## src/idt_pkg.sv

```systemverilog
/*
   Shared constants, types and the opcode match function for the instruction decode and timing block.
   Assumes 14-bit instruction words and a four-phase instruction cycle.
*/
package idt_pkg;

   localparam int INSTR_W = 14;
   localparam int DATA_W = 8;
   localparam int PHASES = 4;
   localparam int FILE_AW = 7;
   localparam int BIT_W = 3;

   // literal widths per word format
   localparam int LIT_GEN_W = 8;
   localparam int LIT_JMP_W = 11;
   localparam int LIT_BRA_W = 9;
   localparam int LIT_PAGE_W = 7;
   localparam int LIT_BANK_W = 5;
   localparam int LIT_OFS_W = 6;

   // field positions
   localparam int D_POS = 7;
   localparam int BIT_LO = 7;
   localparam int PTR_OFS_POS = 6;
   localparam int PTR_INC_POS = 2;
   localparam int OPHI_LO = 8;

   localparam logic [6:0] FILE_ADDR_MIN = 7'h00;
   localparam logic [6:0] FILE_ADDR_MAX = 7'h7f;
   localparam logic [5:0] IND_ADDR_HI = 6'h00;

   localparam logic [1:0] PH_Q1 = 2'h0;
   localparam logic [1:0] PH_Q3 = 2'h2;
   localparam logic [1:0] PH_Q4 = 2'h3;
   localparam logic [1:0] CYC_ONE = 2'h1;
   localparam logic [1:0] CYC_TWO = 2'h2;
   localparam logic [1:0] CYC_THREE = 2'h3;

   // whole-word patterns and masks; cleared mask bits are don't-care
   localparam logic [13:0] CLRW_PAT = 14'h0100;
   localparam logic [13:0] CLRW_MSK = 14'h3ffc;
   localparam logic [13:0] RET_PAT = 14'h0008;
   localparam logic [13:0] RETIRQ_PAT = 14'h0009;
   localparam logic [13:0] COMPUTED_SUBROUTINE_CALL_PAT = 14'h000a;
   localparam logic [13:0] BRW_PAT = 14'h000b;
   localparam logic [13:0] FULL_MSK = 14'h3fff;
   localparam logic [13:0] BANK_PAT = 14'h0020;
   localparam logic [13:0] BANK_MSK = 14'h3fe0;
   localparam logic [13:0] INC_PAT = 14'h0010;
   localparam logic [13:0] INC_MSK = 14'h3ff8;

   typedef enum logic [1:0] {
      CLS_BYTE = 2'b00,
      CLS_BIT = 2'b01,
      CLS_LIT = 2'b10
   } idt_class_t;

   typedef enum logic [3:0] {
      FMT_NONE = 4'b0000,
      FMT_BYTE = 4'b0001,
      FMT_BIT = 4'b0010,
      FMT_GEN = 4'b0011,
      FMT_JMP = 4'b0100,
      FMT_BRA = 4'b0101,
      FMT_PAGE = 4'b0110,
      FMT_BANK = 4'b0111,
      FMT_OFS = 4'b1000,
      FMT_INC = 4'b1001
   } idt_fmt_t;

   function automatic logic idt_match(input logic [13:0] w, input logic [13:0] pat, input logic [13:0] msk);
      idt_match = ((w ^ pat) & msk) == 14'h0000;
   endfunction : idt_match

endpackage : idt_pkg

```

## src/idt_decode.sv

```systemverilog
/*
   Instruction decode and timing top: takes one word per instruction, registers its fields,
   counts its instruction cycles and strobes the file read-modify-write.
   Assumes program memory holds the next word stable in the Q1 phase that starts each instruction, and the datapath
   gives the top bit of both file select pointers on the same clock.
*/
// Summary of operation
// RULE1 - each instruction arrives as one 14-bit word holding opcode and operands
// RULE2 - opcodes are sorted into byte, bit and literal-and-control groups
// RULE3 - one instruction cycle by default; calls and computed calls take two
// RULE4 - subroutine return, literal return and interrupt return take two cycles
// RULE5 - jumps, branches, bit-test skips and count skips take two cycles
// RULE6 - indirect access while its pointer addresses program memory adds one cycle
// RULE7 - every instruction cycle is four core clocks
// RULE8 - named file registers are read, modified, then stored; read happens always
// RULE9 - file address covers 0x00 to 0x7F
// RULE10 - destination bit 0 writes the working register, 1 the file register
// RULE11 - bit field picks one bit of the 8-bit file register
// RULE12 - pointer field picks one of two pointers and its indirect register
// RULE13 - don't-care word bits do not change the decoded operation
// RULE14 - literal widths 8, 11, 9, 7, 5 and 6 by word format
// RULE15 - byte words carry destination in bit 7, file address in bits 6..0
`timescale 1ns/1ps
module idt_decode #(
   parameter int INSTR_W = idt_pkg::INSTR_W,
   parameter int DATA_W = idt_pkg::DATA_W
) (
   input wire logic core_clk,
   input wire logic resetn,
   input wire logic [INSTR_W-1:0] instr_word,
   input wire logic [1:0] fsr_msb,
   output logic [1:0] q_phase,
   output logic instr_taken,
   output idt_pkg::idt_class_t instr_class,
   output idt_pkg::idt_fmt_t instr_format,
   output logic [5:0] op_hi,
   output logic [idt_pkg::FILE_AW-1:0] file_addr,
   output logic dest_file,
   output logic [idt_pkg::BIT_W-1:0] bit_sel,
   output logic [DATA_W-1:0] bit_mask,
   output logic [idt_pkg::LIT_GEN_W-1:0] lit_gen,
   output logic [idt_pkg::LIT_JMP_W-1:0] lit_jmp,
   output logic [idt_pkg::LIT_BRA_W-1:0] lit_bra,
   output logic [idt_pkg::LIT_PAGE_W-1:0] lit_page,
   output logic [idt_pkg::LIT_BANK_W-1:0] lit_bank,
   output logic [idt_pkg::LIT_OFS_W-1:0] lit_ofs,
   output logic ptr_sel,
   output logic [1:0] inc_mode,
   output logic [1:0] cycles,
   output logic [1:0] cyc_index,
   output logic extra_cycle,
   output logic file_rd,
   output logic file_wr,
   output logic w_wr
);

   logic [1:0] phase;
   idt_pkg::idt_class_t d_cls;
   idt_pkg::idt_fmt_t d_fmt;
   logic d_two;
   logic d_acc;
   logic d_fwr;
   logic d_wwr;
   logic d_ptr;
   logic d_ind;
   logic start;
   logic last;

   logic fin_r, fin_nxt;
   logic taken_r, taken_nxt;
   idt_pkg::idt_class_t cls_r, cls_nxt;
   idt_pkg::idt_fmt_t fmt_r, fmt_nxt;
   logic [5:0] ophi_r, ophi_nxt;
   logic [6:0] faddr_r, faddr_nxt;
   logic dest_r, dest_nxt;
   logic [2:0] bsel_r, bsel_nxt;
   logic [DATA_W-1:0] bmask_r, bmask_nxt;
   logic [7:0] lgen_r, lgen_nxt;
   logic [10:0] ljmp_r, ljmp_nxt;
   logic [8:0] lbra_r, lbra_nxt;
   logic [6:0] lpage_r, lpage_nxt;
   logic [4:0] lbank_r, lbank_nxt;
   logic [5:0] lofs_r, lofs_nxt;
   logic ptr_r, ptr_nxt;
   logic [1:0] mode_r, mode_nxt;
   logic [1:0] cyc_r, cyc_nxt;
   logic [1:0] idx_r, idx_nxt;
   logic extra_r, extra_nxt;
   logic acc_r, acc_nxt;
   logic fwq_r, fwq_nxt;
   logic wwq_r, wwq_nxt;
   logic rd_r, rd_nxt;
   logic fwr_r, fwr_nxt;
   logic wwr_r, wwr_nxt;

   idt_qgen #(
      .PHASES(idt_pkg::PHASES)
   ) u_qgen (
      .core_clk(core_clk),
      .resetn(resetn),
      .phase(phase)
   );

   idt_field_dec u_dec (
      .word(instr_word),
      .fsr_msb(fsr_msb),
      .cls(d_cls),
      .fmt(d_fmt),
      .two_cyc(d_two),
      .file_acc(d_acc),
      .file_wr(d_fwr),
      .w_wr(d_wwr),
      .ptr_sel(d_ptr),
      .ind_extra(d_ind)
   );

   assign start = (phase == idt_pkg::PH_Q1) && fin_r;
   assign last = (idx_r == cyc_r - 2'h1);

   always_comb begin
      fin_nxt = fin_r;
      cls_nxt = cls_r;
      fmt_nxt = fmt_r;
      ophi_nxt = ophi_r;
      faddr_nxt = faddr_r;
      dest_nxt = dest_r;
      bsel_nxt = bsel_r;
      bmask_nxt = bmask_r;
      lgen_nxt = lgen_r;
      ljmp_nxt = ljmp_r;
      lbra_nxt = lbra_r;
      lpage_nxt = lpage_r;
      lbank_nxt = lbank_r;
      lofs_nxt = lofs_r;
      ptr_nxt = ptr_r;
      mode_nxt = mode_r;
      cyc_nxt = cyc_r;
      idx_nxt = idx_r;
      extra_nxt = extra_r;
      acc_nxt = acc_r;
      fwq_nxt = fwq_r;
      wwq_nxt = wwq_r;
      taken_nxt = start; // RULE1
      rd_nxt = start && d_acc; // RULE8
      if (start) begin
         fin_nxt = 1'b0;
         cls_nxt = d_cls; // RULE2
         fmt_nxt = d_fmt;
         ophi_nxt = instr_word[13:idt_pkg::OPHI_LO];
         faddr_nxt = d_acc ? instr_word[6:0] : idt_pkg::FILE_ADDR_MIN; // RULE9 RULE15
         dest_nxt = (d_cls == idt_pkg::CLS_BYTE) && instr_word[idt_pkg::D_POS]; // RULE15
         bsel_nxt = (d_cls == idt_pkg::CLS_BIT) ? instr_word[idt_pkg::BIT_LO +: idt_pkg::BIT_W] : 3'h0;
         bmask_nxt = (d_cls == idt_pkg::CLS_BIT) ? DATA_W'(1) << bsel_nxt : '0; // RULE11
         lgen_nxt = (d_fmt == idt_pkg::FMT_GEN) ? instr_word[7:0] : 8'h00; // RULE14
         ljmp_nxt = (d_fmt == idt_pkg::FMT_JMP) ? instr_word[10:0] : 11'h000; // RULE14
         lbra_nxt = (d_fmt == idt_pkg::FMT_BRA) ? instr_word[8:0] : 9'h000; // RULE14
         lpage_nxt = (d_fmt == idt_pkg::FMT_PAGE) ? instr_word[6:0] : 7'h00; // RULE14
         lbank_nxt = (d_fmt == idt_pkg::FMT_BANK) ? instr_word[4:0] : 5'h00; // RULE14
         lofs_nxt = (d_fmt == idt_pkg::FMT_OFS) ? instr_word[5:0] : 6'h00; // RULE14
         ptr_nxt = d_ptr; // RULE12
         mode_nxt = (d_fmt == idt_pkg::FMT_INC) ? instr_word[1:0] : 2'h0;
         cyc_nxt = idt_pkg::CYC_ONE + {1'b0, d_two} + {1'b0, d_ind}; // RULE3 RULE4 RULE5 RULE6
         idx_nxt = 2'h0;
         extra_nxt = 1'b0;
         acc_nxt = d_acc;
         fwq_nxt = d_fwr;
         wwq_nxt = d_wwr;
      end else if (phase == idt_pkg::PH_Q4 && !fin_r) begin
         if (last) begin
            fin_nxt = 1'b1; // RULE7
         end else begin
            idx_nxt = idx_r + 2'h1;
            extra_nxt = 1'b1;
         end
      end
      // store lands in Q4 of the final cycle, after the Q2 read
      fwr_nxt = (phase == idt_pkg::PH_Q3) && !fin_r && last && fwq_r; // RULE8 RULE10
      wwr_nxt = (phase == idt_pkg::PH_Q3) && !fin_r && last && wwq_r; // RULE10
   end

   always_ff @(posedge core_clk or negedge resetn) begin
      if (!resetn) begin
         fin_r <= 1'b1;
         taken_r <= 1'b0;
         cls_r <= idt_pkg::CLS_LIT;
         fmt_r <= idt_pkg::FMT_NONE;
         ophi_r <= 6'h00;
         faddr_r <= idt_pkg::FILE_ADDR_MIN;
         dest_r <= 1'b0;
         bsel_r <= 3'h0;
         bmask_r <= '0;
         lgen_r <= 8'h00;
         ljmp_r <= 11'h000;
         lbra_r <= 9'h000;
         lpage_r <= 7'h00;
         lbank_r <= 5'h00;
         lofs_r <= 6'h00;
         ptr_r <= 1'b0;
         mode_r <= 2'h0;
         cyc_r <= 2'h0;
         idx_r <= 2'h0;
         extra_r <= 1'b0;
         acc_r <= 1'b0;
         fwq_r <= 1'b0;
         wwq_r <= 1'b0;
         rd_r <= 1'b0;
         fwr_r <= 1'b0;
         wwr_r <= 1'b0;
      end else begin
         fin_r <= fin_nxt;
         taken_r <= taken_nxt;
         cls_r <= cls_nxt;
         fmt_r <= fmt_nxt;
         ophi_r <= ophi_nxt;
         faddr_r <= faddr_nxt;
         dest_r <= dest_nxt;
         bsel_r <= bsel_nxt;
         bmask_r <= bmask_nxt;
         lgen_r <= lgen_nxt;
         ljmp_r <= ljmp_nxt;
         lbra_r <= lbra_nxt;
         lpage_r <= lpage_nxt;
         lbank_r <= lbank_nxt;
         lofs_r <= lofs_nxt;
         ptr_r <= ptr_nxt;
         mode_r <= mode_nxt;
         cyc_r <= cyc_nxt;
         idx_r <= idx_nxt;
         extra_r <= extra_nxt;
         acc_r <= acc_nxt;
         fwq_r <= fwq_nxt;
         wwq_r <= wwq_nxt;
         rd_r <= rd_nxt;
         fwr_r <= fwr_nxt;
         wwr_r <= wwr_nxt;
      end
   end

   assign q_phase = phase;
   assign instr_taken = taken_r;
   assign instr_class = cls_r;
   assign instr_format = fmt_r;
   assign op_hi = ophi_r;
   assign file_addr = faddr_r;
   assign dest_file = dest_r;
   assign bit_sel = bsel_r;
   assign bit_mask = bmask_r;
   assign lit_gen = lgen_r;
   assign lit_jmp = ljmp_r;
   assign lit_bra = lbra_r;
   assign lit_page = lpage_r;
   assign lit_bank = lbank_r;
   assign lit_ofs = lofs_r;
   assign ptr_sel = ptr_r;
   assign inc_mode = mode_r;
   assign cycles = cyc_r;
   assign cyc_index = idx_r;
   assign extra_cycle = extra_r;
   assign file_rd = rd_r;
   assign file_wr = fwr_r;
   assign w_wr = wwr_r;

   // helper: clocks since the last instruction start
   logic [3:0] gap_r;
   always_ff @(posedge core_clk or negedge resetn) begin
      if (!resetn) begin
         gap_r <= 4'h0;
      end else if (start) begin
         gap_r <= 4'h1;
      end else begin
         gap_r <= gap_r + 4'h1;
      end
   end
endmodule : idt_decode

```

## src/idt_field_dec.sv

```systemverilog
/*
   Combinational classifier for one 14-bit instruction word.
   Assumes the pointer top bits come from the datapath on the same clock.
*/
`timescale 1ns/1ps
module idt_field_dec (
   input wire logic [13:0] word,
   input wire logic [1:0] fsr_msb,
   output idt_pkg::idt_class_t cls,
   output idt_pkg::idt_fmt_t fmt,
   output logic two_cyc,
   output logic file_acc,
   output logic file_wr,
   output logic w_wr,
   output logic ptr_sel,
   output logic ind_extra
);

   logic d_bit;

   always_comb begin
      d_bit = word[idt_pkg::D_POS];
      cls = idt_pkg::CLS_LIT;
      fmt = idt_pkg::FMT_GEN;
      two_cyc = 1'b0;
      file_acc = 1'b0;
      file_wr = 1'b0;
      w_wr = 1'b0;
      ptr_sel = 1'b0;
      casez (word[13:8])
         6'b00_0000: begin
            if (d_bit) begin
               cls = idt_pkg::CLS_BYTE;
               fmt = idt_pkg::FMT_BYTE;
               file_acc = 1'b1;
               file_wr = 1'b1;
            end else if (idt_pkg::idt_match(word, idt_pkg::BANK_PAT, idt_pkg::BANK_MSK)) begin
               fmt = idt_pkg::FMT_BANK;
            end else if (idt_pkg::idt_match(word, idt_pkg::INC_PAT, idt_pkg::INC_MSK)) begin
               fmt = idt_pkg::FMT_INC;
               ptr_sel = word[idt_pkg::PTR_INC_POS]; // RULE12
            end else begin
               fmt = idt_pkg::FMT_NONE;
               two_cyc = idt_pkg::idt_match(word, idt_pkg::RET_PAT, idt_pkg::FULL_MSK)
                  | idt_pkg::idt_match(word, idt_pkg::RETIRQ_PAT, idt_pkg::FULL_MSK)
                  | idt_pkg::idt_match(word, idt_pkg::COMPUTED_SUBROUTINE_CALL_PAT, idt_pkg::FULL_MSK)
                  | idt_pkg::idt_match(word, idt_pkg::BRW_PAT, idt_pkg::FULL_MSK); // RULE3 RULE4 RULE5
            end
         end
         6'b00_????, 6'b11_0101, 6'b11_0110, 6'b11_0111, 6'b11_1011, 6'b11_1101: begin
            cls = idt_pkg::CLS_BYTE; // RULE2
            fmt = idt_pkg::FMT_BYTE;
            if (idt_pkg::idt_match(word, idt_pkg::CLRW_PAT, idt_pkg::CLRW_MSK)) begin
               w_wr = 1'b1; // RULE13
            end else begin
               file_acc = 1'b1;
               file_wr = d_bit; // RULE10
               w_wr = !d_bit; // RULE10
               two_cyc = (word[13:8] == 6'b00_1011) || (word[13:8] == 6'b00_1111); // RULE5
            end
         end
         6'b01_????: begin
            cls = idt_pkg::CLS_BIT; // RULE2
            fmt = idt_pkg::FMT_BIT;
            file_acc = 1'b1;
            file_wr = !word[11];
            two_cyc = word[11]; // RULE5
         end
         6'b10_????: begin
            fmt = idt_pkg::FMT_JMP;
            two_cyc = 1'b1; // RULE3 RULE5
         end
         6'b11_0001: begin
            fmt = d_bit ? idt_pkg::FMT_PAGE : idt_pkg::FMT_OFS;
            ptr_sel = word[idt_pkg::PTR_OFS_POS]; // RULE12
         end
         6'b11_001?: begin
            fmt = idt_pkg::FMT_BRA;
            two_cyc = 1'b1; // RULE5
         end
         6'b11_0100: begin
            two_cyc = 1'b1; // RULE4
         end
         6'b11_1111: begin
            fmt = idt_pkg::FMT_OFS;
            ptr_sel = word[idt_pkg::PTR_OFS_POS]; // RULE12
         end
         default: begin
            fmt = idt_pkg::FMT_GEN;
         end
      endcase
      if (file_acc) begin
         ptr_sel = word[0];
      end
      ind_extra = (file_acc && (word[6:1] == idt_pkg::IND_ADDR_HI) && fsr_msb[word[0]])
         || (fmt == idt_pkg::FMT_INC && fsr_msb[ptr_sel])
         || (word[13:8] == 6'b11_1111 && fsr_msb[ptr_sel]); // RULE6
   end

endmodule : idt_field_dec

```

## src/idt_qgen.sv

```systemverilog
/*
   Phase counter that splits each instruction cycle into four core clocks.
   Assumes a free-running core clock and asynchronous active-low reset.
*/
`timescale 1ns/1ps
module idt_qgen #(
   parameter int PHASES = idt_pkg::PHASES
) (
   input wire logic core_clk,
   input wire logic resetn,
   output logic [1:0] phase
);

   logic [1:0] phase_r;
   logic [1:0] phase_nxt;

   always_comb begin
      if (phase_r == 2'(PHASES - 1)) begin
         phase_nxt = 2'h0;
      end else begin
         phase_nxt = phase_r + 2'h1;
      end
   end

   always_ff @(posedge core_clk or negedge resetn) begin
      if (!resetn) begin
         phase_r <= 2'h0;
      end else begin
         phase_r <= phase_nxt;
      end
   end

   assign phase = phase_r;

endmodule : idt_qgen

```

## config.mk

```make
export PLATFORM = sky130hd
export DESIGN_NAME = idt_decode
export DESIGN_NICKNAME = d
export VERILOG_FILES = /design/src/idt_pkg.sv /design/src/idt_decode.sv /design/src/idt_field_dec.sv /design/src/idt_qgen.sv
export SDC_FILE = /design/constraint.sdc
export NUM_CORES = 1
export LEC_CHECK = 0
export BUFFER_PORTS_ARGS = -buffer_cell sky130_fd_sc_hd__buf_2
export CAP_MARGIN = 15
export CORE_MARGIN = 5
export CORE_UTILIZATION = 45
export DETAILED_ROUTE_END_ITERATION = 7
export HOLD_SLACK_MARGIN = 0.06
export PLACE_DENSITY = 0.82
export SLEW_MARGIN = 15
export SYNTH_ARGS = -nofsm -noshare
export SYNTH_HDL_FRONTEND = slang
export SYNTH_HIERARCHICAL = 1
export SYNTH_SLANG_ARGS = --single-unit
export TNS_END_PERCENT = 5
```

## constraint.sdc

```tcl
create_clock -name core_clk -period 2.6 [get_ports core_clk]
set_clock_uncertainty 0.05 [all_clocks]
set_input_delay 0 -clock core_clk [delete_from_list [all_inputs] [get_ports core_clk]]
set_output_delay 0 -clock core_clk [all_outputs]
set_load 0.03 [all_outputs]
```

==> impl_metrics.env <==
export IMPL_slew_headroom_pct=68.09
export IMPL_synth_top_area_cell="dfrtp_1"
export IMPL_status="complete, no violations"
export IMPL_required_ns=2.84
export IMPL_r2r_slack_ns=0.42
export IMPL_period_needed_ns=2.415
export IMPL_area_growth_synth_to_final_pct=23.48
export IMPL_finalHoldViolCount=0
export IMPL_clock_sinks=94
export IMPL_worstHoldEndpoint="cycles[0]"
export IMPL_drtPass1Iterations=5
export IMPL_fin_setup_tns_ns=0
export IMPL_grt_max_degree=95
export IMPL_synth_edf_count=0
export IMPL_synthFlopType="dfrtp_1"
export IMPL_holdWs_ns=0.1424
export IMPL_setup_worst_path_start_class="input port"
export IMPL_slew_viol_final=0
export IMPL_drive_gt1_share_pct=28.70
export IMPL_cpPeakStageDelay_ns=0.53
export IMPL_cts_tree="done"
export IMPL_final_core_util_pct=56.72
export IMPL_first_global_vias=3494
export IMPL_worst_pin_slew_ns=0.4786
export IMPL_hp_start="fsr_msb[0]"
export IMPL_grt_usage_pct=20.31
export IMPL_vdd_drop_max_mv=0.5352
export IMPL_initial_utilization_pct=45.93
export IMPL_critPathKind="input port to flop"
export IMPL_cts_clk_slew_worst_paths_ns=0.09
export IMPL_die_h_um=106.7
export IMPL_synth_top_cell_area_share_pct=54.76
export IMPL_cp_max_fo=17
export IMPL_n_fill_cell=811
export IMPL_finalCritPeriodShare_pct=92.89
export IMPL_drt_iter0_markers=261
export IMPL_wl_per_cell_um=17.14
export IMPL_synth_common_cells="nand2_1, dfrtp_1, o21ai_0, a22o_1, nand3_1"
export IMPL_worst_r2r_endpoint="lit_bank[3]"
export IMPL_worstPathCellList="dlygate4sd3_1 -> buf_2 -> nor4b_2 -> and4_1 -> a211oi_4 -> mux2_4 -> o311ai_4 -> inv_1 -> ha_1 -> o21ai_1"
export IMPL_synth_most_common_cell="nand2_1"
export IMPL_clk_latency_ns=0.36
export IMPL_ctsRootBufferMaster="clkbuf_8"
export IMPL_finalPower_mw=4.255
export IMPL_gp_congestion=0.8823
export IMPL_avgViaCountPerCell=5.469
export IMPL_p_leak_nw=2.695
export IMPL_hpwlAfterDp_mm=7.880
export IMPL_fp_coreArea_sq_mm=0.009153
export IMPL_reg2regPathDepth=4
export IMPL_crit_family="buffers and inverters"
export IMPL_die_area_sq_mm=0.01138
export IMPL_synthCells=422
export IMPL_drv_cap=0
export IMPL_port_buffers=108
export IMPL_h_tree_depth=3
export IMPL_synth_cell_types=61
export IMPL_wirelength_mm=11.29
export IMPL_ys_warn_count=6
export IMPL_synthesis_area_sq_mm=0.004204
export IMPL_post_route_drc_count=0
export IMPL_arrival_ns=2.65
export IMPL_num_vias=3604
export IMPL_max_freq_ghz=0.4141
export IMPL_cts_buffers=9
export IMPL_setup_viol=0
export IMPL_rsz0062_at_grt="false"
export IMPL_cts_max_path_buffers=2
export IMPL_async_flop_share_pct=100.0
export IMPL_r2r_start="u_qgen/phase[1]"
export IMPL_grt_overflow=0
export IMPL_die_w_um=106.7
export IMPL_ys_seq_elements=94
export IMPL_path_buf_inv=3
export IMPL_synthTopCellsByArea="dfrtp_1, nand2_1, o21ai_0, a22o_1, nand3_1"
export IMPL_hold_path_class="input port to flop"
export IMPL_endpoint_kind="flop"
export IMPL_syn_num_nets=442
export IMPL_fp_row_count=35
export IMPL_io_pins=109
export IMPL_ant_nets=0
export IMPL_slowest_stage="dlygate4sd3_1"
export IMPL_nets=562
export IMPL_grt_pass1_wl_mm=18.28
export IMPL_avgSynthCellArea_sq_um=9.962
export IMPL_holdPathStages=6
export IMPL_pwr_density_cell_mw_per_mm2=819.7
export IMPL_antenna_found_initial=1
export IMPL_ys_seq_area_share_pct=56.01
tightest hold or removal path: cells and delay by family:
kind	cells	cell delay (ns)
AO/OA/AOI/OAI	2	0.16
adder cells (fa/ha/maj)	1	0.11
buffers and inverters	3	0.24
where the power goes:
group	switching, mW	internal (mW)
Combinational	0.970	0.403
Clock	0.572	0.373
Sequential	0.188	1.75
Total	1.73	2.53
metal layers:
metal	global-route usage, %	vias to the layer above	routed length, um
met3	4.816	12	695
met1	27.22	1761	4910
met4	5.297	0	125
met2	33.32	134	5562
met5	0	-	0
li1	-	1697	-
metrics by stage:
stage          worst slack (ns)  instances  area, sq um
6_report                 0.1848        659         5191
5_1_grt                 0.03422        659         5191
4_1_cts                  0.1276        658         5184
3_5_place_dp             0.2773        627         4843
3_3_place_gp             0.4908        627         4843
2_1_floorplan            0.7628        422         4204
layout make-up:
class | instances | area, sq um | area share, %
Multi-Input combinational cell | 295 | 1690 | 32.56
Clock inverter | 7 | 66.31 | 1.277
Clock buffer | 9 | 123.9 | 2.386
Inverter | 9 | 33.78 | 0.6508
Timing Repair Buffer | 133 | 780.7 | 15.04
Sequential cell | 94 | 2355 | 45.36
Antenna cell | 1 | 2.502 | 0.04820
Tap cell | 111 | 138.9 | 2.675
logic make-up (layout without fill, tap and decap cells):
family                   Yosys count  count (layout)  synth area share (%)
adder cells (fa/ha/maj)            2               2                0.5951
buffers and inverters             33             158                 3.958
AND/OR/NAND/NOR                  190             190                 21.88
multiplexers                       6               6                 1.577
XOR/XNOR                           1               1                0.2084
other                              0               1                     0
flip-flops                        94              94                 56.01
AO/OA/AOI/OAI                     96              96                 15.77
cells in the final DEF (no fill, tap or decap), types with 2 or more instances in the layout:
cell type,instances
a211oi_1,2
a21o_1,2
a21oi_1,8
a22o_1,12
a31o_2,2
a31oi_1,2
a32o_1,5
and2_1,2
and3_2,2
and4_1,3
buf_2,107
buf_4,10
clkbuf_8,9
clkinvlp_4,2
dfrtp_1,92
dfstp_2,2
dlygate4sd3_1,15
ha_1,2
inv_1,9
inv_8,3
mux2i_1,4
nand2_1,126
nand2b_1,3
nand3_1,11
nand4_1,3
nand4b_1,2
nor2_1,10
nor2b_1,6
nor3_1,4
nor3b_1,2
nor4_4,2
nor4b_2,2
o21a_1,2
o21ai_0,36
o21ai_1,8
o31ai_1,5
state kept, by name, indices dropped and copies added (netlist names), 3 cells and up:
name and cells:
lit_page 7, lit_bank 5, file_addr 7, lit_jmp 11, op_hi 6, instr_format 4
lit_gen 8, lit_ofs 6, bit_mask 8, bit_sel 3, lit_bra 9
worst max path at each step:
stage                    from         end  slack [ns]  depth (start not counted)
2_1_floorplan   instr_word[9]  lit_jmp[1]        0.76                          8
5_1_grt        instr_word[10]  lit_jmp[5]        0.03                          9
3_3_place_gp   instr_word[10]  lit_jmp[3]        0.49                          8
6_report        instr_word[8]   cycles[0]        0.18                         10
4_1_cts        instr_word[10]  lit_jmp[3]        0.13                          9
3_5_place_dp   instr_word[10]  lit_jmp[3]        0.28                          8
timing repair:
| item | in CTS | in global routing |
|---|---|---|
| hold buffers | 15 | 0 |
| endpoints found under the hold margin | 157 | 0 |
| setup buffers | 0 | 0 |
| resized for setup | 0 | 1 |
| setup endpoints to repair | 0 | 10 |
Power figures use the tool's default switching activity.
